[src/fssp_pkg.sv]
// Package for the parallel flash host controller: commands, addresses, timing.
// Assumes a 50 MHz system clock and an asynchronous flash on a 16-bit bus.
`default_nettype none
package fssp_pkg;
   localparam int unsigned CLK_MHZ       = 50;
   // Bus strobe phase lengths in cycles
   localparam int unsigned SETUP_CYC     = 3;
   localparam int unsigned PULSE_CYC     = 4;
   localparam int unsigned HOLD_CYC      = 3;
   // Suspend latencies in microseconds and cycles
   localparam int unsigned ERS_SUSP_US   = 15;
   localparam int unsigned PGM_SUSP_US   = 20;
   localparam int unsigned ERS_SUSP_CYC  = ERS_SUSP_US * CLK_MHZ;
   localparam int unsigned PGM_SUSP_CYC  = PGM_SUSP_US * CLK_MHZ;
   // Command addresses and codes
   localparam logic [11:0] ADDR_UNLK1    = 12'h555;
   localparam logic [11:0] ADDR_UNLK2    = 12'hAAA;
   localparam logic [11:0] ADDR_QUERY    = 12'h055;
   localparam logic [11:0] ADDR_LOCK_B   = 12'h080;
   localparam logic [11:0] ADDR_LOCK_RPT = 12'h002;
   localparam logic [7:0]  CODE_UNLK1    = 8'hAA;
   localparam logic [7:0]  CODE_UNLK2    = 8'h55;
   localparam logic [7:0]  CODE_SETUP    = 8'h80;
   localparam logic [7:0]  CODE_CHIP_ERS = 8'h10;
   localparam logic [7:0]  CODE_SECT_ERS = 8'h30;
   localparam logic [7:0]  CODE_LOCKDOWN = 8'h60;
   localparam logic [7:0]  CODE_PROGRAM  = 8'hA0;
   localparam logic [7:0]  CODE_SUSPEND  = 8'hB0;
   localparam logic [7:0]  CODE_RESUME   = 8'h30;
   localparam logic [7:0]  CODE_ID_ENTRY = 8'h90;
   localparam logic [7:0]  CODE_ID_EXIT  = 8'hF0;
   localparam logic [7:0]  CODE_SEC_REG  = 8'hC0;
   localparam logic [7:0]  CODE_SET_CFG  = 8'hD0;
   localparam logic [7:0]  CODE_QUERY    = 8'h98;
   localparam logic [7:0]  CODE_LOCK_B   = 8'hFD;
   // Status bit positions and config reset value
   localparam int unsigned POLL_BIT      = 7;
   localparam int unsigned ALT_BIT       = 6;
   localparam int unsigned FAIL_BIT      = 5;
   localparam int unsigned LOCK_BIT      = 0;
   localparam int unsigned BLKB_BIT      = 1;
   localparam logic [1:0]  CFG_RESET     = 2'h0;

   typedef enum logic [3:0] {
      OP_READ      = 4'h0,
      OP_PROGRAM   = 4'h1,
      OP_SECT_ERS  = 4'h2,
      OP_CHIP_ERS  = 4'h3,
      OP_LOCKDOWN  = 4'h4,
      OP_SUSPEND   = 4'h5,
      OP_RESUME    = 4'h6,
      OP_ID_EXIT   = 4'h7,
      OP_LOCK_RPT  = 4'h8,
      OP_SEC_PGM   = 4'h9,
      OP_LOCK_B    = 4'hA,
      OP_BLKB_STAT = 4'hB,
      OP_SET_CFG   = 4'hC,
      OP_QUERY     = 4'hD,
      OP_ID_ENTRY  = 4'hE
   } fssp_op_t;

   typedef struct packed {
      fssp_op_t    op;
      logic [19:0] addr;
      logic [15:0] data;
   } fssp_req_t;

   typedef struct packed {
      logic [15:0] data;
      logic        done;
      logic        fail;
      logic        timeout;
      logic        locked;
   } fssp_rsp_t;
endpackage
`default_nettype wire

[src/fssp_host.sv]
// Host controller driving an asynchronous parallel flash through its pins.
// Assumes the user holds a request until ready; flash pins are asynchronous.
//
// Contract
// - Host sends identification exit after seeing failure bit.
// - Lock half B with four cycles, bit 1 zero in last.
// - Host sends identification exit after register or lock query.
// - Query mode by 98h at 55h; left only by identification exit.
// - Identification exit as three cycles or single F0 write.
`default_nettype none
module fssp_host #(
   parameter int unsigned POLL_LIMIT = 100000
) (
   // Clock and reset
   input  wire logic               clk,
   input  wire logic               arst_n,
   // User request and response
   input  wire fssp_pkg::fssp_req_t req,
   input  wire logic               req_valid,
   output logic                    req_ready,
   output fssp_pkg::fssp_rsp_t     rsp,
   // Flash pins
   output logic [19:0]             fl_addr,
   input  wire logic [15:0]        fl_dq_i,
   output logic [15:0]             fl_dq_o,
   output logic                    fl_dq_oe,
   output logic                    fl_ce_n,
   output logic                    fl_oe_n,
   output logic                    fl_we_n,
   input  wire logic               fl_rdy_i
);
   // Poll counter is 24 bits wide
   if (POLL_LIMIT < 2 || POLL_LIMIT > 32'h00FF_FFFF) begin : g_bad_limit
      $error("POLL_LIMIT out of range");
   end

   typedef enum logic [2:0] {
      ST_IDLE  = 3'b000,
      ST_SETUP = 3'b001,
      ST_PULSE = 3'b010,
      ST_HOLD  = 3'b011,
      ST_NEXT  = 3'b100,
      ST_WAIT  = 3'b101,
      ST_DONE  = 3'b110
   } fssp_st_t;

   // Synchronisers for the data and ready inputs
   logic [16:0] s1_q, s2_q, s3_q;
   always_ff @(posedge clk or negedge arst_n) begin
      if (!arst_n) begin
         s1_q <= 17'h0_0000;
         s2_q <= 17'h0_0000;
         s3_q <= 17'h0_0000;
      end else begin
         s1_q <= {fl_rdy_i, fl_dq_i};
         s2_q <= s1_q;
         s3_q <= s2_q;
      end
   end
   // Stable when last two stages agree
   wire        in_stable = (s2_q == s3_q);
   wire [15:0] rd_data   = s3_q[15:0];
   wire        rdy_pin   = s3_q[16];

   fssp_st_t            st_q, st_d;
   fssp_pkg::fssp_req_t cur_q, cur_d;
   logic [2:0]          cyc_q, cyc_d;
   logic [3:0]          tmr_q, tmr_d;
   logic [23:0]         wt_q, wt_d;
   logic                rd_q, rd_d;
   logic                alt_q, alt_d;
   logic                first_q, first_d;
   fssp_pkg::fssp_rsp_t rsp_q, rsp_d;

   // Bus cycle address and data for cycle index
   logic [19:0] c_addr;
   logic [15:0] c_data;
   logic        c_read;
   logic [2:0]  n_cycles;
   logic        poll_after;
   always_comb begin
      c_addr     = {8'h00, fssp_pkg::ADDR_UNLK1};
      c_data     = {8'h00, fssp_pkg::CODE_UNLK1};
      c_read     = 1'b0;
      n_cycles   = 3'd3;
      poll_after = 1'b0;
      if (cyc_q == 3'd1 || cyc_q == 3'd4) begin
         c_addr = {8'h00, fssp_pkg::ADDR_UNLK2};
         c_data = {8'h00, fssp_pkg::CODE_UNLK2};
      end else if (cyc_q == 3'd2) begin
         c_data = {8'h00, fssp_pkg::CODE_PROGRAM};
      end
      case (cur_q.op)
         fssp_pkg::OP_READ: begin
            n_cycles = 3'd1;
            c_read   = 1'b1;
            c_addr   = cur_q.addr;
         end
         // Shared suspend and resume codes, any address
         // shared codes
         fssp_pkg::OP_SUSPEND, fssp_pkg::OP_RESUME, fssp_pkg::OP_QUERY: begin
            n_cycles = 3'd1;
            c_addr   = cur_q.addr;
            c_data   = {8'h00, (cur_q.op == fssp_pkg::OP_SUSPEND) ? fssp_pkg::CODE_SUSPEND
                       : (cur_q.op == fssp_pkg::OP_RESUME) ? fssp_pkg::CODE_RESUME
                       : fssp_pkg::CODE_QUERY};
            if (cur_q.op == fssp_pkg::OP_QUERY) c_addr = {8'h00, fssp_pkg::ADDR_QUERY};
         end
         fssp_pkg::OP_ID_EXIT, fssp_pkg::OP_ID_ENTRY: begin
            if (cyc_q == 3'd2) c_data = {8'h00, (cur_q.op == fssp_pkg::OP_ID_EXIT)
                                        ? fssp_pkg::CODE_ID_EXIT : fssp_pkg::CODE_ID_ENTRY};
         end
         fssp_pkg::OP_PROGRAM, fssp_pkg::OP_SEC_PGM, fssp_pkg::OP_LOCK_B,
         fssp_pkg::OP_SET_CFG, fssp_pkg::OP_BLKB_STAT, fssp_pkg::OP_LOCK_RPT: begin
            n_cycles   = 3'd4;
            poll_after = (cur_q.op == fssp_pkg::OP_PROGRAM || cur_q.op == fssp_pkg::OP_SEC_PGM);
            if (cyc_q == 3'd2) begin
               case (cur_q.op)
                  fssp_pkg::OP_SEC_PGM, fssp_pkg::OP_LOCK_B:
                     c_data = {8'h00, fssp_pkg::CODE_SEC_REG};
                  fssp_pkg::OP_SET_CFG: c_data = {8'h00, fssp_pkg::CODE_SET_CFG};
                  fssp_pkg::OP_BLKB_STAT, fssp_pkg::OP_LOCK_RPT:
                     c_data = {8'h00, fssp_pkg::CODE_ID_ENTRY};
                  default: c_data = {8'h00, fssp_pkg::CODE_PROGRAM};
               endcase
            end else if (cyc_q == 3'd3) begin
               c_addr = cur_q.addr;
               c_data = cur_q.data;
               // lock half B, bit 1 zero
               if (cur_q.op == fssp_pkg::OP_LOCK_B) begin
                  c_addr = {8'h00, fssp_pkg::ADDR_LOCK_B};
                  c_data = {8'h00, fssp_pkg::CODE_LOCK_B};
               end
               if (cur_q.op == fssp_pkg::OP_BLKB_STAT) begin
                  c_addr = {8'h00, fssp_pkg::ADDR_LOCK_B};
                  c_read = 1'b1;
               end
               if (cur_q.op == fssp_pkg::OP_LOCK_RPT) begin
                  c_addr = {cur_q.addr[19:12], fssp_pkg::ADDR_LOCK_RPT};
                  c_read = 1'b1;
               end
            end
         end
         fssp_pkg::OP_SECT_ERS, fssp_pkg::OP_CHIP_ERS, fssp_pkg::OP_LOCKDOWN: begin
            n_cycles   = 3'd6;
            poll_after = (cur_q.op != fssp_pkg::OP_LOCKDOWN);
            if (cyc_q == 3'd2) c_data = {8'h00, fssp_pkg::CODE_SETUP};
            if (cyc_q == 3'd3) c_data = {8'h00, fssp_pkg::CODE_UNLK1};
            if (cyc_q == 3'd5) begin
               c_addr = (cur_q.op == fssp_pkg::OP_CHIP_ERS) ? {8'h00, fssp_pkg::ADDR_UNLK1}
                        : cur_q.addr;
               c_data = {8'h00, (cur_q.op == fssp_pkg::OP_CHIP_ERS) ? fssp_pkg::CODE_CHIP_ERS
                        : (cur_q.op == fssp_pkg::OP_SECT_ERS) ? fssp_pkg::CODE_SECT_ERS
                        : fssp_pkg::CODE_LOCKDOWN};
            end
         end
         default: n_cycles = 3'd1;
      endcase
   end

   // Sequencer: setup, strobe pulse, hold, then poll after program or erase
   always_comb begin
      st_d    = st_q;
      cur_d   = cur_q;
      cyc_d   = cyc_q;
      tmr_d   = tmr_q;
      wt_d    = wt_q;
      rd_d    = rd_q;
      alt_d   = alt_q;
      first_d = first_q;
      rsp_d   = rsp_q;
      rsp_d.done = 1'b0;
      case (st_q)
         ST_IDLE: begin
            if (req_valid) begin
               cur_d = req;
               cyc_d = 3'd0;
               tmr_d = 4'd0;
               rd_d  = 1'b0;
               st_d  = ST_SETUP;
            end
         end
         ST_SETUP: begin
            tmr_d = tmr_q + 4'd1;
            if (tmr_q == 4'(fssp_pkg::SETUP_CYC - 1)) begin
               tmr_d = 4'd0;
               st_d  = ST_PULSE;
            end
         end
         ST_PULSE: begin
            tmr_d = tmr_q + 4'd1;
            if (tmr_q == 4'(fssp_pkg::PULSE_CYC - 1)) begin
               tmr_d = 4'd0;
               if (rd_q || c_read) begin
                  rsp_d.data = rd_data;
               end
               st_d = ST_HOLD;
            end
         end
         ST_HOLD: begin
            tmr_d = tmr_q + 4'd1;
            if (tmr_q == 4'(fssp_pkg::HOLD_CYC - 1)) begin
               tmr_d = 4'd0;
               st_d  = ST_NEXT;
            end
         end
         ST_NEXT: begin
            if (rd_q) begin
               if (!first_q && rsp_q.data[fssp_pkg::ALT_BIT] == alt_q) begin
                  st_d = ST_DONE;
               end else if (!first_q && rsp_q.data[fssp_pkg::FAIL_BIT]) begin
                  // failure counts only while the toggle still moves
                  rsp_d.fail = 1'b1;
                  cur_d.op   = fssp_pkg::OP_ID_EXIT;
                  cyc_d      = 3'd0;
                  rd_d       = 1'b0;
                  st_d       = ST_SETUP;
               end else if (wt_q == 24'(POLL_LIMIT)) begin
                  rsp_d.timeout = 1'b1;
                  st_d          = ST_DONE;
               end else begin
                  st_d = ST_WAIT;
               end
               alt_d   = rsp_q.data[fssp_pkg::ALT_BIT];
               first_d = 1'b0;
               wt_d    = wt_q + 24'd1;
            end else if (cyc_q != n_cycles - 3'd1) begin
               cyc_d = cyc_q + 3'd1;
               st_d  = ST_SETUP;
            end else if (poll_after) begin
               wt_d    = 24'd0;
               first_d = 1'b1;
               st_d    = ST_WAIT;
            end else begin
               rsp_d.locked = rsp_q.data[fssp_pkg::LOCK_BIT];
               st_d         = ST_DONE;
               // leave identification mode after a half B status or lock report read; read word kept
               if (cur_q.op == fssp_pkg::OP_BLKB_STAT || cur_q.op == fssp_pkg::OP_LOCK_RPT) begin
                  cur_d.op = fssp_pkg::OP_ID_EXIT;
                  cyc_d    = 3'd0;
                  st_d     = ST_SETUP;
               end
            end
         end
         ST_WAIT: begin
            if (in_stable && (rdy_pin || !first_q)) begin
               rd_d = 1'b1;
               cur_d.op = fssp_pkg::OP_READ;
               st_d = ST_SETUP;
            end
         end
         ST_DONE: begin
            rsp_d.done = 1'b1;
            rd_d       = 1'b0;
            st_d       = ST_IDLE;
         end
         default: st_d = ST_IDLE;
      endcase
      if (st_q == ST_IDLE && req_valid) begin
         rsp_d.fail    = 1'b0;
         rsp_d.timeout = 1'b0;
      end
   end

   always_ff @(posedge clk or negedge arst_n) begin
      if (!arst_n) begin
         st_q    <= ST_IDLE;
         cur_q   <= '0;
         cyc_q   <= 3'd0;
         tmr_q   <= 4'd0;
         wt_q    <= 24'd0;
         rd_q    <= 1'b0;
         alt_q   <= 1'b0;
         first_q <= 1'b0;
         rsp_q   <= '0;
      end else begin
         st_q    <= st_d;
         cur_q   <= cur_d;
         cyc_q   <= cyc_d;
         tmr_q   <= tmr_d;
         wt_q    <= wt_d;
         rd_q    <= rd_d;
         alt_q   <= alt_d;
         first_q <= first_d;
         rsp_q   <= rsp_d;
      end
   end

   // Pin drive; strobes only in pulse phase, gate kept high on writes
   logic rd_cyc;
   always_comb begin
      rd_cyc = rd_q || c_read;
   end
   always_ff @(posedge clk or negedge arst_n) begin
      if (!arst_n) begin
         fl_addr  <= 20'h0_0000;
         fl_dq_o  <= 16'h0000;
         fl_dq_oe <= 1'b0;
         fl_ce_n  <= 1'b1;
         fl_oe_n  <= 1'b1;
         fl_we_n  <= 1'b1;
      end else begin
         fl_addr  <= rd_q ? cur_q.addr : c_addr;
         fl_dq_o  <= c_data;
         fl_dq_oe <= (st_d == ST_SETUP || st_d == ST_PULSE || st_d == ST_HOLD) && !rd_cyc;
         // Select spans the whole cycle so strobe edges never race it
         fl_ce_n  <= !(st_d == ST_SETUP || st_d == ST_PULSE || st_d == ST_HOLD);
         fl_oe_n  <= !(st_d == ST_PULSE && rd_cyc);
         // write strobe only with gate high
         fl_we_n  <= !(st_d == ST_PULSE && !rd_cyc);
      end
   end

   assign req_ready = (st_q == ST_IDLE);
   assign rsp       = rsp_q;
endmodule
`default_nettype wire

[config.mk]
export PLATFORM = sky130hd
export DESIGN_NAME = fssp_host
export DESIGN_NICKNAME = d
export VERILOG_FILES = /design/src/fssp_pkg.sv /design/src/fssp_host.sv
export SDC_FILE = /design/constraint.sdc
export NUM_CORES = 1
export LEC_CHECK = 0
export ABC_AREA = 1
export BUFFER_PORTS_ARGS = -buffer_cell sky130_fd_sc_hd__buf_2
export CAP_MARGIN = 20
export CORE_MARGIN = 3
export CORE_UTILIZATION = 35
export CTS_CLUSTER_SIZE = 12
export DETAILED_ROUTE_END_ITERATION = 7
export PLACE_DENSITY = 0.52
export SLEW_MARGIN = 5
export SYNTH_ARGS = -nofsm -noshare
export SYNTH_HDL_FRONTEND = slang
export SYNTH_SLANG_ARGS = --single-unit
[constraint.sdc]
create_clock -name clk -period 2.7 [get_ports clk]
set_input_delay 0.27 -clock clk [delete_from_list [all_inputs] [get_ports clk]]
set_output_delay 0.27 -clock clk [all_outputs]
set_load 0.01 [all_outputs]
==> results of run 1 <==
## how the worst max path moves through the flow
stage                                  to             startpoint
finish               fl_addr[5]$_DFF_PN0_   cyc_q[0]$_DFFE_PN0P_
global route         wt_q[12]$_DFFE_PN0P_  cur_q[38]$_DFFE_PN0P_
CTS                  wt_q[14]$_DFFE_PN0P_  cur_q[38]$_DFFE_PN0P_
detailed placement  cur_q[36]$_DFFE_PN0P_  cur_q[38]$_DFFE_PN0P_
global placement    cur_q[37]$_DFFE_PN0P_  cur_q[38]$_DFFE_PN0P_
floorplan            wt_q[13]$_DFFE_PN0P_  cur_q[37]$_DFFE_PN0P_
## metal layers
metal | vias to the layer above | track usage | part of all wire | wire length (um)
li1 | 3483 | - | - | -
met1 | 3248 | 0.233 | 0.47 | 10000
met4 | 0 | 0.0427 | 0.011 | 231
met2 | 164 | 0.265 | 0.46 | 9800
met5 | - | 0 | 0 | 0
met3 | 16 | 0.0423 | 0.053 | 1130
## metrics by stage
stage	cell area (um2)	power [mW]	TNS [ns]	utilization
2_1_floorplan	8510	3.02	0	-
3_3_place_gp	9640	3.15	0	0.407
3_5_place_dp	9640	3.15	-0.00436	0.407
4_1_cts	10500	5.89	0	0.442
5_1_grt	10500	6.05	-0.0583	0.445
6_report	10500	5.78	0	0.445
## cell families (layout without fill, tap and decap cells)
family | count (synthesis) | count (layout)
DFF | 188 | 188
and+or+nand+nor | 450 | 450
adders and majority gates | 11 | 11
muxes | 9 | 9
buffers and inverters | 139 | 321
xor gates and xnor gates | 27 | 27
AOI/OAI and AO/OA | 144 | 144
## final cells by class
class,count,area [um2]
Inverter,119,452
Clock inverter,15,215
Fill cell,2440,13100
Timing Repair Buffer,170,1050
Sequential cell,188,4710
Multi-Input combinational cell,641,3300
Clock buffer,17,425
Tap cell,319,399
## cells in the mapped netlist (3+ instances only)
library cell  count  area (um2)
xor2_1           20         175
a211oi_1          5        37.5
inv_2             4        15.0
xnor2_1           7        61.3
o211ai_1          7        52.6
nand2_2           4        25.0
o22ai_1           5        31.3
nand2_1         243         912
a21oi_1          31         155
o221ai_1          3        26.3
ha_1             11         138
nand3_2           3        30.0
o21ai_0          64         320
nand4_1          13        81.3
nor2_1           98         368
nand3b_1          4        30.0
nor4_1            5        31.3
dfrtp_1         185        4630
or2_2             5        31.3
nor3_1           27         135
o21ai_1           3        15.0
dfstp_2           3        78.8
inv_1           115         432
mux2_2            9         101
clkbuf_1         13        48.8
o31ai_1          17         128
nand3_1          40         200
buf_2             4        20.0
## power by group through the flow
stage	Clock [mW]	Combinational (mW)	Sequential [mW]
3_3_place_gp	0	0.179	2.97
5_1_grt	2.90	0.228	2.92
3_5_place_dp	0	0.181	2.97
6_report	2.67	0.193	2.91
2_1_floorplan	0	0.0568	2.96
4_1_cts	2.77	0.202	2.91
## state kept, by name, summed over array words and instances (netlist names), 3 cells and up
signal	count
wt_q	24
fl_addr	20
cur_q	40
tmr_q	4
rsp	20
s1_q	17
s3_q	17
cyc_q	3
st_q	3
fl_dq_o	16
s2_q	17
## timing repair
item                                    4_1_cts  5_1_grt
endpoints found under the setup margin        3       38
hold endpoints to repair                     71        0
resized for setup                             2       15
pin swaps                                     1        1
buffers inserted                              1        4
hold buffers                                 18        0
## critical path: stages (launching register included)
cell	delay (ns)
dfrtp_1	0.46
inv_1	0.16
ha_1	0.16
inv_1	0.04
nor2_1	0.24
inv_1	0.16
o21ai_0	0.38
nor3_1	0.16
nor2_1	0.18
buf_4	0.17
nor2_1	0.04
a21oi_1	0.13
nand2_1	0.08
==> results by group, run 1 <==
Clock tree
  – H-tree depth: 4
  – Root Buffer: clkbuf_16
  – Clock slew at the register clock pins of the worst setup and hold paths: 0.09 ns
  – Clk sinks: 188
  – TritonCTS clock tree: done
  – Clock Tree Buf Depth: 2
  – Clk_lat worst skew: 0.44 ns
  – Total CTS buffers: 17

STA
  – Final hold slack: 0.0311 ns
  – Final max-slew violation count: 0
  – Max Freq: 0.407 GHz
  – # setup viols final: 0
  – Final worst clock skew: 0.0127 ns
  – Final worst path period need: 2.46 ns
  – Worst Tran Pin Value: 0.767 ns
  – Hold Vio Cnt, Final: 0
  – Crit share post-route: 0.911
  – Relative max-transition margin: 0.488
  – Setup ws final: 0.241 ns

Die
  – Die span in y: 162 um
  – Die ar.: 26,200 um2
  – Core Rows: 56
  – Initial Utilization: 0.359
  – I/O pin count: 121
  – Die width: 162 um
  – Core Region: 23,700 um2

Power and ir drop
  – Max VDD drop: 396 uV
  – Switching share of power: 0.261
  – Pleak: 5.19 nW
  – Clock group share of total power: 0.462
  – Sw Pwr: 1.51 mW
  – Gate power share: 0.033
  – Register share of total power: 0.504
  – Int Pwr: 4.27 mW
  – Pwr dens: 548 nW/um2

Setup path
  – Reg2Reg Setup Slack: 0.24 ns
  – WP data arrival: 2.78 ns
  – CP Class: register to register
  – Reg2Reg Capture Point: fl_addr[5]$_DFF_PN0_
  – Crit path capture type: register
  – WP data required: 3.02 ns
  – Startpoint types: register
  – Crit-path max FO: 7
  – R2r worst-path depth: 12
  – Reg2reg start: cyc_q[0]$_DFFE_PN0P_

Global routing
  – Gr ovfl total: 0
  – First-pass GRT wire length: 35,100 um
  – Initial antenna violation count: 0
  – Largest net degree at the start of global routing: 67
  – Vias in the first global route: 6,855
  – Tot GR Track Use: 0.168

Hold path
  – Hold worst-path end: cur_q[28]$_DFFE_PN0P_
  – Hold Path Depth: 3
  – Worst min path class: input pin to register
  – Hold Crit Start: req[28]

Logic synthesis
  – Complex-gate fraction of the synthesized area: 0.101
  – Largest family of logic cells by synthesized area: simple AND/OR/NAND/NOR gates
  – Async SR Flop Fraction: 1.00
  – Mux share of post-synthesis cell area: 0.0119
  – Synth Area in Adders: 0.0162
  – Xor/xnor share of the synthesized area: 0.0278
  – Register area share after synthesis: 0.553
  – Cells after Synth: 968
  – EDFF count, synth: 0
  – Main flop type after synthesis: dfrtp_1
  – Yosys cell types: 43
  – Cell Area, Synth: 8510 um2
  – Seq cells post-synth: 188
  – Net Count, Synth: 1,039
  – Synth warn: 0
  – Synth Area per Inst: 8.79 um2
  – Post-Synth Simple-Gate Area: 0.226

Cells and area
  – Nets: 1,208
  – Most common cell after layout, fill and taps aside: nand2_1
  – Commonest cells after routing, fill and taps aside: nand2_1 (241), dfrtp_1 (183), buf_2 (119)
  – Share of layout cells above drive strength 1: 0.198
  – Non-Filler Instances: 1,469
  – Area Overhead vs Synth: 24.0%
  – Ant diodes: 0

Drt
  – WL/cell: 14.4 um
  – # DRC: 0
  – Starting DRT DRC Count: 355
  – Antenna-violating nets left: 0
  – Via-to-Cell Ratio: 4.70
  – WL final: 21,200 um
  – DR vias: 6,911
  – Detailed-router iteration count before antenna repair: 4

Outcome
  – Status: finished clean

Placed design
  – Port Buf Inserts: 120
  – Detail Placement HPWL: 15,500 um
  – GP Congestion: 0.882
  – Place WS: -0.00436 ns
  – Inst Count DP: 1,414

Job
  – Max-cap violations: 0
(Power assumes the default switching activity.)
==> inputs of run 2 (changes only) <==
--- a/config.mk
+++ b/config.mk
@@ -5,7 +5,6 @@
 export SDC_FILE = /design/constraint.sdc
 export NUM_CORES = 1
 export LEC_CHECK = 0
-export ABC_AREA = 1
 export BUFFER_PORTS_ARGS = -buffer_cell sky130_fd_sc_hd__buf_2
 export CAP_MARGIN = 20
 export CORE_MARGIN = 3
==> results by group, run 2 <==
Logic synthesis
  – Largest area contributor in the netlist: dfrtp_1
  – Mux share of post-synthesis cell area: 0.0347 (+0.0228)
  – Synth Area per Inst: 10.5 um2 (+19%)
  – Net Count, Synth: 857 (-18%)
  – Complex-gate fraction of the synthesized area: 0.108 (+0.00718)
  – Synth warn: 0 (unchanged)
  – Synth area leaders: dfrtp_1 (56%), nand2_1 (6.6%), xor2_1 (3.8%)
  – Cell Area, Synth: 8220 um2 (-3.4%)
  – Top cell type's share of synthesized area: 0.563 (+0.0190)
  – Xor/xnor share of the synthesized area: 0.0498 (+0.0220)
  – Post-Synth Simple-Gate Area: 0.189 (-0.0368)
  – EDFF count, synth: 0 (unchanged)
  – Commonest cells post-synth: dfrtp_1 (185), nand2_1 (144), nor2_1 (52)
  – Async SR Flop Fraction: 1.00 (unchanged)
  – Register area share after synthesis: 0.573 (+0.0194)
  – Cells after Synth: 786 (-19%)
  – Most numerous cell in the Yosys netlist: dfrtp_1
  – Largest family of logic cells by synthesized area: simple AND/OR/NAND/NOR gates
  – Main flop type after synthesis: dfrtp_1
  – Yosys cell types: 66 (+53%)
  – Synth Area in Adders: 0.0167 (+0.000566)
  – Seq cells post-synth: 188 (unchanged)

Clock tree
  – H-tree depth: 4 (unchanged)
  – Clock Tree Buf Depth: 2 (unchanged)
  – Root Buffer: clkbuf_16
  – Clock slew at the register clock pins of the worst setup and hold paths: 0.08 ns (about the same)
  – TritonCTS clock tree: done
  – Total CTS buffers: 17 (unchanged)
  – Clk_lat worst skew: 0.44 ns (about the same)
  – Clk sinks: 188 (unchanged)

Cells and area
  – Share of layout cells above drive strength 1: 0.262 (+0.0636)
  – Nets: 1,024 (-15%)
  – Ant diodes: 0 (unchanged)
  – Commonest cells after routing, fill and taps aside: dfrtp_1 (185), nand2_1 (142), buf_2 (119)
  – Most common cell after layout, fill and taps aside: dfrtp_1
  – Largest reg by FF count: cur_q
  – Max reg flops: 40 (unchanged)
  – Area Overhead vs Synth: 27.2%
  – Fillcell total: 2,206 (-9.6%)
  – Largest regs: cur_q x40, wt_q x24

Hold path
  – Worst min path class: input pin to register
  – Hold Crit Start: req[16]
  – Hold Path Depth: 3 (unchanged)
  – Hold worst-path end: cur_q[16]$_DFFE_PN0P_

Setup path
  – WP data arrival: 3.06 ns (+0.28 ns)
  – Startpoint types: register
  – R2r worst-path depth: 8 (-4)
  – Reg2reg start: cur_q[38]$_DFFE_PN0P_
  – Crit path capture type: register
  – Crit-path max FO: 3 (-4)
  – Reg2Reg Capture Point: fl_oe_n$_DFF_PN1_
  – CP Class: register to register
  – WP data required: 3.05 ns (+0.03 ns)
  – Reg2Reg Setup Slack: -0.007 ns (-0.25 ns)

Drt
  – WL final: 19,200 um (-9.1%)
  – Via-to-Cell Ratio: 4.88 (+3.8%)
  – DR vias: 6,247 (-9.6%)
  – Starting DRT DRC Count: 365 (+2.8%)
  – WL/cell: 15.0 um (+4.4%)
  – Detailed-router iteration count before antenna repair: 4 (unchanged)
  – # DRC: 0 (unchanged)
  – Antenna-violating nets left: 0 (unchanged)

STA
  – Setup ws final: -0.00665 ns (-0.247 ns)
  – Setup_tns: -0.0114 ns (-0.0114 ns)
  – Hold Vio Cnt, Final: 0 (unchanged)
  – Final worst clock skew: 0.0145 ns (+0.00180 ns)
  – RSZ-0062 raised after global routing: yes
  – Crit share post-route: 1.00 (+0.0916)
  – Final worst path period need: 2.71 ns (+0.247 ns)
  – Worst Tran Pin Value: 0.700 ns (-0.0671 ns)
  – Max Freq: 0.369 GHz (-9.1%)
  – Relative max-transition margin: 0.529 (+0.0410)
  – # setup viols final: 2 (+2)
  – Final max-slew violation count: 0 (unchanged)

Placed design
  – Port Buf Inserts: 120 (unchanged)
  – Place WS: -0.0942 ns (-0.0899 ns)
  – Detail Placement HPWL: 13,300 um (-14%)
  – GP Congestion: 0.847 (-3.9%)

Power and ir drop
  – Tot Pwr: 10.9 mW (+89%)
  – Pwr dens: 1050 nW/um2 (+91%)
  – Pleak: 5.00 nW (-3.7%)
  – Max VDD drop: 408 uV (+3.0%)

Outcome
  – Violated checks: negative setup slack
  – Status: finished with violations

Global routing
  – Largest net degree at the start of global routing: 76 (+13%)
  – First-pass GRT wire length: 32,600 um (-7.2%)
  – Tot GR Track Use: 0.157 (-0.0105)
  – Initial antenna violation count: 0 (unchanged)
  – Vias in the first global route: 6,383 (-6.9%)
  – Gr ovfl total: 0 (unchanged)

Die
  – Core Rows: 55 (-1.8%)
  – Initial Utilization: 0.360 (+0.000547)
  – Die ar.: 25,400 um2 (-3.3%)
  – Die width: 159 um (-1.6%)
  – Die span in y: 159 um (-1.6%)
  – Core Region: 22,800 um2 (-3.5%)
  – I/O pin count: 121 (unchanged)

Job
  – Max-cap violations: 0 (unchanged)
## run 2: cell count changes after synthesis, sizes merged, moves of 14 or more
| cell | change |
|---|---|
| nand2 | -103 |
| a21o | +15 |
| o21ai | -37 |
| nand3 | -25 |
| inv | -99 |
| nor2 | -48 |
| and2 | +17 |
| clkbuf | +14 |
| o31ai | -16 |
| xor2 | +16 |
## run 2: cell type report
| cell class | instances | area, um2 | share of cell area |
|---|---|---|---|
| timing repair buffer | 186 | 1200 | 0.115 |
| multi-input combinational | 540 | 3450 | 0.330 |
| clock buffer | 17 | 425 | 0.0407 |
| inverter | 20 | 75.1 | 0.00718 |
| sequential | 188 | 4710 | 0.450 |
| clock inverter | 15 | 206 | 0.0197 |
| tap | 313 | 392 | 0.0374 |
## run 2: stage by stage
stage	instances	utilization	hold WS (ns)	cell area, um2
finish	1279	0.458	0.0234	10500
global route	1279	0.458	0.00803	10500
CTS	1278	0.454	0.0000228	10400
detailed placement	1226	0.416	0.294	9500
global placement	1226	0.416	0.292	9500
floorplan	786	-	-0.0256	8310
## run 2: power by group
group	internal [mW]	switching [mW]	total [mW]
combinational	1.92	2.48	4.41
clock	1.28	1.32	2.60
sequential	3.56	0.366	3.93
total	6.77	4.17	10.9
## run 2: timing repair
action                                  in CTS  in global routing
endpoints found under the setup margin       7                 52
setup buffers                                2                  1
hold endpoints to repair                    72                  0
hold buffers                                18                  0
resized for setup                           10                 18
pin swaps                                   12                 12
gates cloned                                 0                  0
## run 2: cell families (layout without fill, tap and decap cells)
group,after synthesis,after routing
mux,26,26
fa+ha+maj,11,11
compound gates,133,133
xor+xnor,45,45
buf+inv,58,238
simple gates,325,325
flops,188,188
## run 2: routing by layer
layer,GRT usage,wire length (um),share of wire,up-vias
li1,-,-,-,3043
met1,0.210,8900,0.46,3071
met2,0.261,9310,0.48,113
met3,0.0343,761,0.040,20
met4,0.0414,263,0.014,0
met5,0,0,0,-
## run 2: worst max path at each step
stage,startpoint,to,slack [ns],depth (start not counted)
2_1_floorplan,cur_q[38]$_DFFE_PN0P_,fl_oe_n$_DFF_PN1_,-0.05,9
3_3_place_gp,cur_q[37]$_DFFE_PN0P_,fl_oe_n$_DFF_PN1_,-0.06,8
3_5_place_dp,cur_q[37]$_DFFE_PN0P_,fl_oe_n$_DFF_PN1_,-0.09,8
4_1_cts,cur_q[38]$_DFFE_PN0P_,fl_oe_n$_DFF_PN1_,-0.1,8
5_1_grt,cur_q[38]$_DFFE_PN0P_,cyc_q[2]$_DFFE_PN0P_,-0.10,10
6_report,cur_q[38]$_DFFE_PN0P_,fl_oe_n$_DFF_PN1_,-0.007,8
## run 2: critical path: stages (launching register included)
cell and delay, ns:
dfrtp_1 0.38, or4_4 0.55, and2_4 0.17, ha_4 0.17
xor2_2 0.14, nand4_1 0.23, a2111oi_4 0.45, o41ai_4 0.12
or4_1 0.42
==> inputs of run 3 (changes only) <==
--- a/config.mk
+++ b/config.mk
@@ -5,13 +5,14 @@
 export SDC_FILE = /design/constraint.sdc
 export NUM_CORES = 1
 export LEC_CHECK = 0
+export ABC_AREA = 1
 export BUFFER_PORTS_ARGS = -buffer_cell sky130_fd_sc_hd__buf_2
 export CAP_MARGIN = 20
 export CORE_MARGIN = 3
-export CORE_UTILIZATION = 35
+export CORE_UTILIZATION = 25
 export CTS_CLUSTER_SIZE = 12
 export DETAILED_ROUTE_END_ITERATION = 7
-export PLACE_DENSITY = 0.52
+export PLACE_DENSITY = 0.42
 export SLEW_MARGIN = 5
 export SYNTH_ARGS = -nofsm -noshare
 export SYNTH_HDL_FRONTEND = slang
==> constraint.sdc (replaced) <==
create_clock -name clk -period 2.45 [get_ports clk]
set_input_delay 0.245 -clock clk [delete_from_list [all_inputs] [get_ports clk]]
set_output_delay 0.245 -clock clk [all_outputs]
set_load 0.01 [all_outputs]
==> results by group, run 3 (synthesis gave the netlist of run 1 again) <==
Clock tree
  – TritonCTS clock tree: done
  – Clock slew at the register clock pins of the worst setup and hold paths: 0.08 ns (about the same)
  – Clock Tree Buf Depth: 2 (unchanged)
  – Clk sinks: 188 (unchanged)
  – H-tree depth: 4 (unchanged)
  – Total CTS buffers: 17 (unchanged)
  – Root Buffer: clkbuf_16
  – Clk_lat worst skew: 0.45 ns (about the same)

Die
  – I/O pin count: 121 (unchanged)
  – Die ar.: 36,300 um2 (+43%)
  – Core Region: 33,000 um2 (+45%)
  – Core Rows: 66 (+20%)
  – Initial Utilization: 0.258 (-0.102)
  – Die width: 190 um (+20%)
  – Die span in y: 190 um (+20%)

Power and ir drop
  – Pleak: 5.54 nW (+11%)
  – Max VDD drop: 466 uV (+14%)
  – Pwr dens: 545 nW/um2 (-48%)
  – Tot Pwr: 6.26 mW (-43%)

Setup path
  – Reg2reg start: cur_q[36]$_DFFE_PN0P_
  – Startpoint types: register
  – CP dominant cell by count: nand2_2
  – Number of cells on the critical path: 16 (+8)
  – Worst path max stage delay: 0.43 ns (-0.12 ns)
  – CP Buf/Inv Count: 4 (+4)
  – Reg2Reg Setup Slack: 0.05 ns (+0.06 ns)
  – CP Class: register to register
  – Reg2Reg Capture Point: wt_q[15]$_DFFE_PN0P_
  – WP data required: 2.82 ns (-0.23 ns)
  – Critical-path top delay cell: dfrtp_1
  – Crit-path max FO: 8 (+5)
  – Worst path cell trace: inv_2, nand2_4, buf_6, nand2_2, nand2_2, nand3_4, ha_4, xor2_4, inv_2, nand3_2, nand2_2, nand3_2, nand2_2, nand3_4, clkbuf_16, o31ai_4
  – CP delay by family, top: simple AND/OR/NAND/NOR gates
  – WP data arrival: 2.77 ns (-0.29 ns)
  – Crit path capture type: register
  – R2r worst-path depth: 16 (+8)

STA
  – Crit share post-route: 0.980 (-0.0225)
  – Final worst path period need: 2.40 ns (-0.306 ns)
  – RSZ-0062 raised after global routing: yes
  – Worst Tran Pin Value: 0.870 ns (+0.170 ns)
  – Hold Vio Cnt, Final: 0 (unchanged)
  – Final worst clock skew: 0.0128 ns (-0.00178 ns)
  – Final max-slew violation count: 0 (unchanged)
  – # setup viols final: 0 (-2)
  – Max Freq: 0.417 GHz (+13%)
  – Relative max-transition margin: 0.419 (-0.110)
  – Setup_tns: 0 ns (+0.0114 ns)

Placed design
  – Port Buf Inserts: 120 (unchanged)
  – Detail Placement HPWL: 16,800 um (+26%)
  – GP Congestion: 0.841 (-0.71%)

Cells and area
  – Ant diodes: 0 (unchanged)
  – Nets: 1,270 (+24%)
  – Share of layout cells above drive strength 1: 0.243 (-0.0185)
  – Largest regs: cur_q x40, wt_q x24
  – Fillcell total: 3,521 (+60%)
  – Storage element area: 4710 um2 (about the same)
  – Area occupied by multi-input gates: 3490 um2 (+0.98%)
  – Largest reg by FF count: cur_q
  – Max reg flops: 40 (unchanged)
  – Area Overhead vs Synth: 35.0%
  – Most common cell after layout, fill and taps aside: nand2_1
  – Commonest cells after routing, fill and taps aside: nand2_1 (231), dfrtp_1 (184), buf_2 (119)

Global routing
  – Tot GR Track Use: 0.130 (-0.0278)
  – First-pass GRT wire length: 37,300 um (+14%)
  – Gr ovfl total: 0 (unchanged)
  – Vias in the first global route: 7,139 (+12%)
  – Largest net degree at the start of global routing: 61 (-20%)
  – Initial antenna violation count: 0 (unchanged)

Outcome
  – Status: finished clean

Hold path
  – Hold Crit Start: req[5]
  – Worst min path class: input pin to register
  – Hold Path Depth: 3 (unchanged)
  – Hold worst-path end: cur_q[5]$_DFFE_PN0P_

Drt
  – Starting DRT DRC Count: 306 (-16%)
  – WL final: 23,100 um (+20%)
  – WL/cell: 14.0 um (-7.0%)
  – DR vias: 7,111 (+14%)
  – Antenna-violating nets left: 0 (unchanged)
  – # DRC: 0 (unchanged)
  – Via-to-Cell Ratio: 4.30 (-12%)
  – Detailed-router iteration count before antenna repair: 4 (unchanged)

Job
  – Max-cap violations: 0 (unchanged)
## run 3: worst max path at each step
stage                                      from                    end
after floorplan           cur_q[37]$_DFFE_PN0P_   wt_q[13]$_DFFE_PN0P_
after detailed placement  cur_q[39]$_DFFE_PN0P_  cur_q[37]$_DFFE_PN0P_
after global placement    cur_q[36]$_DFFE_PN0P_  cur_q[37]$_DFFE_PN0P_
after global routing      cur_q[37]$_DFFE_PN0P_   wt_q[15]$_DFFE_PN0P_
after CTS                 cur_q[39]$_DFFE_PN0P_   wt_q[15]$_DFFE_PN0P_
final                     cur_q[36]$_DFFE_PN0P_   wt_q[15]$_DFFE_PN0P_
## run 3: routing by layer
layer | vias to the layer above | share of wire | track usage
li1 | 3609 | - | -
met2 | 90 | 0.47 | 0.209
met1 | 3397 | 0.49 | 0.177
met3 | 15 | 0.032 | 0.0290
met5 | - | 0 | 0
met4 | 0 | 0.011 | 0.0339
## run 3: area by class of cell
type / count / share of cell area
tap: 442 / 0.0482
timing repair buffer: 232 / 0.147
inverter: 119 / 0.0400
multi-input combinational: 641 / 0.304
clock inverter: 15 / 0.0145
clock buffer: 17 / 0.0370
sequential: 188 / 0.410
## run 3: worst register-to-register path, stage by stage, from the launching register on
cell	delay [ns]
dfrtp_1	0.43
inv_2	0.08
nand2_4	0.08
buf_6	0.11
nand2_2	0.04
nand2_2	0.09
nand3_4	0.09
ha_4	0.18
xor2_4	0.16
inv_2	0.07
nand3_2	0.06
nand2_2	0.06
nand3_2	0.08
nand2_2	0.10
nand3_4	0.22
clkbuf_16	0.26
o31ai_4	0.21
## run 3: metrics by stage
step,setup WS (ns),std cells,utilization,hold WS (ns),instance area (um2)
2_1_floorplan,0.0141,968,-,-0.0506,8510
3_3_place_gp,0.0911,1565,0.304,0.279,10000
3_5_place_dp,0.0114,1565,0.304,0.281,10000
4_1_cts,0.00543,1641,0.335,0.000553,11100
5_1_grt,-0.0823,1654,0.348,0.0100,11500
6_report,0.0492,1654,0.348,0.0204,11500
## run 3: power breakdown
part	switching (mW)	internal (mW)
logic	0.129	0.120
registers	0.0366	3.18
clock network	1.41	1.38
total	1.58	4.68
## run 3: what timing repair did
item,in CTS,in global routing
pin swaps,1,16
endpoints found under the setup margin,3,45
gates resized for setup,1,69
setup buffers,1,10
cloned,0,4
hold buffers,43,0
endpoints found under the hold margin,94,0
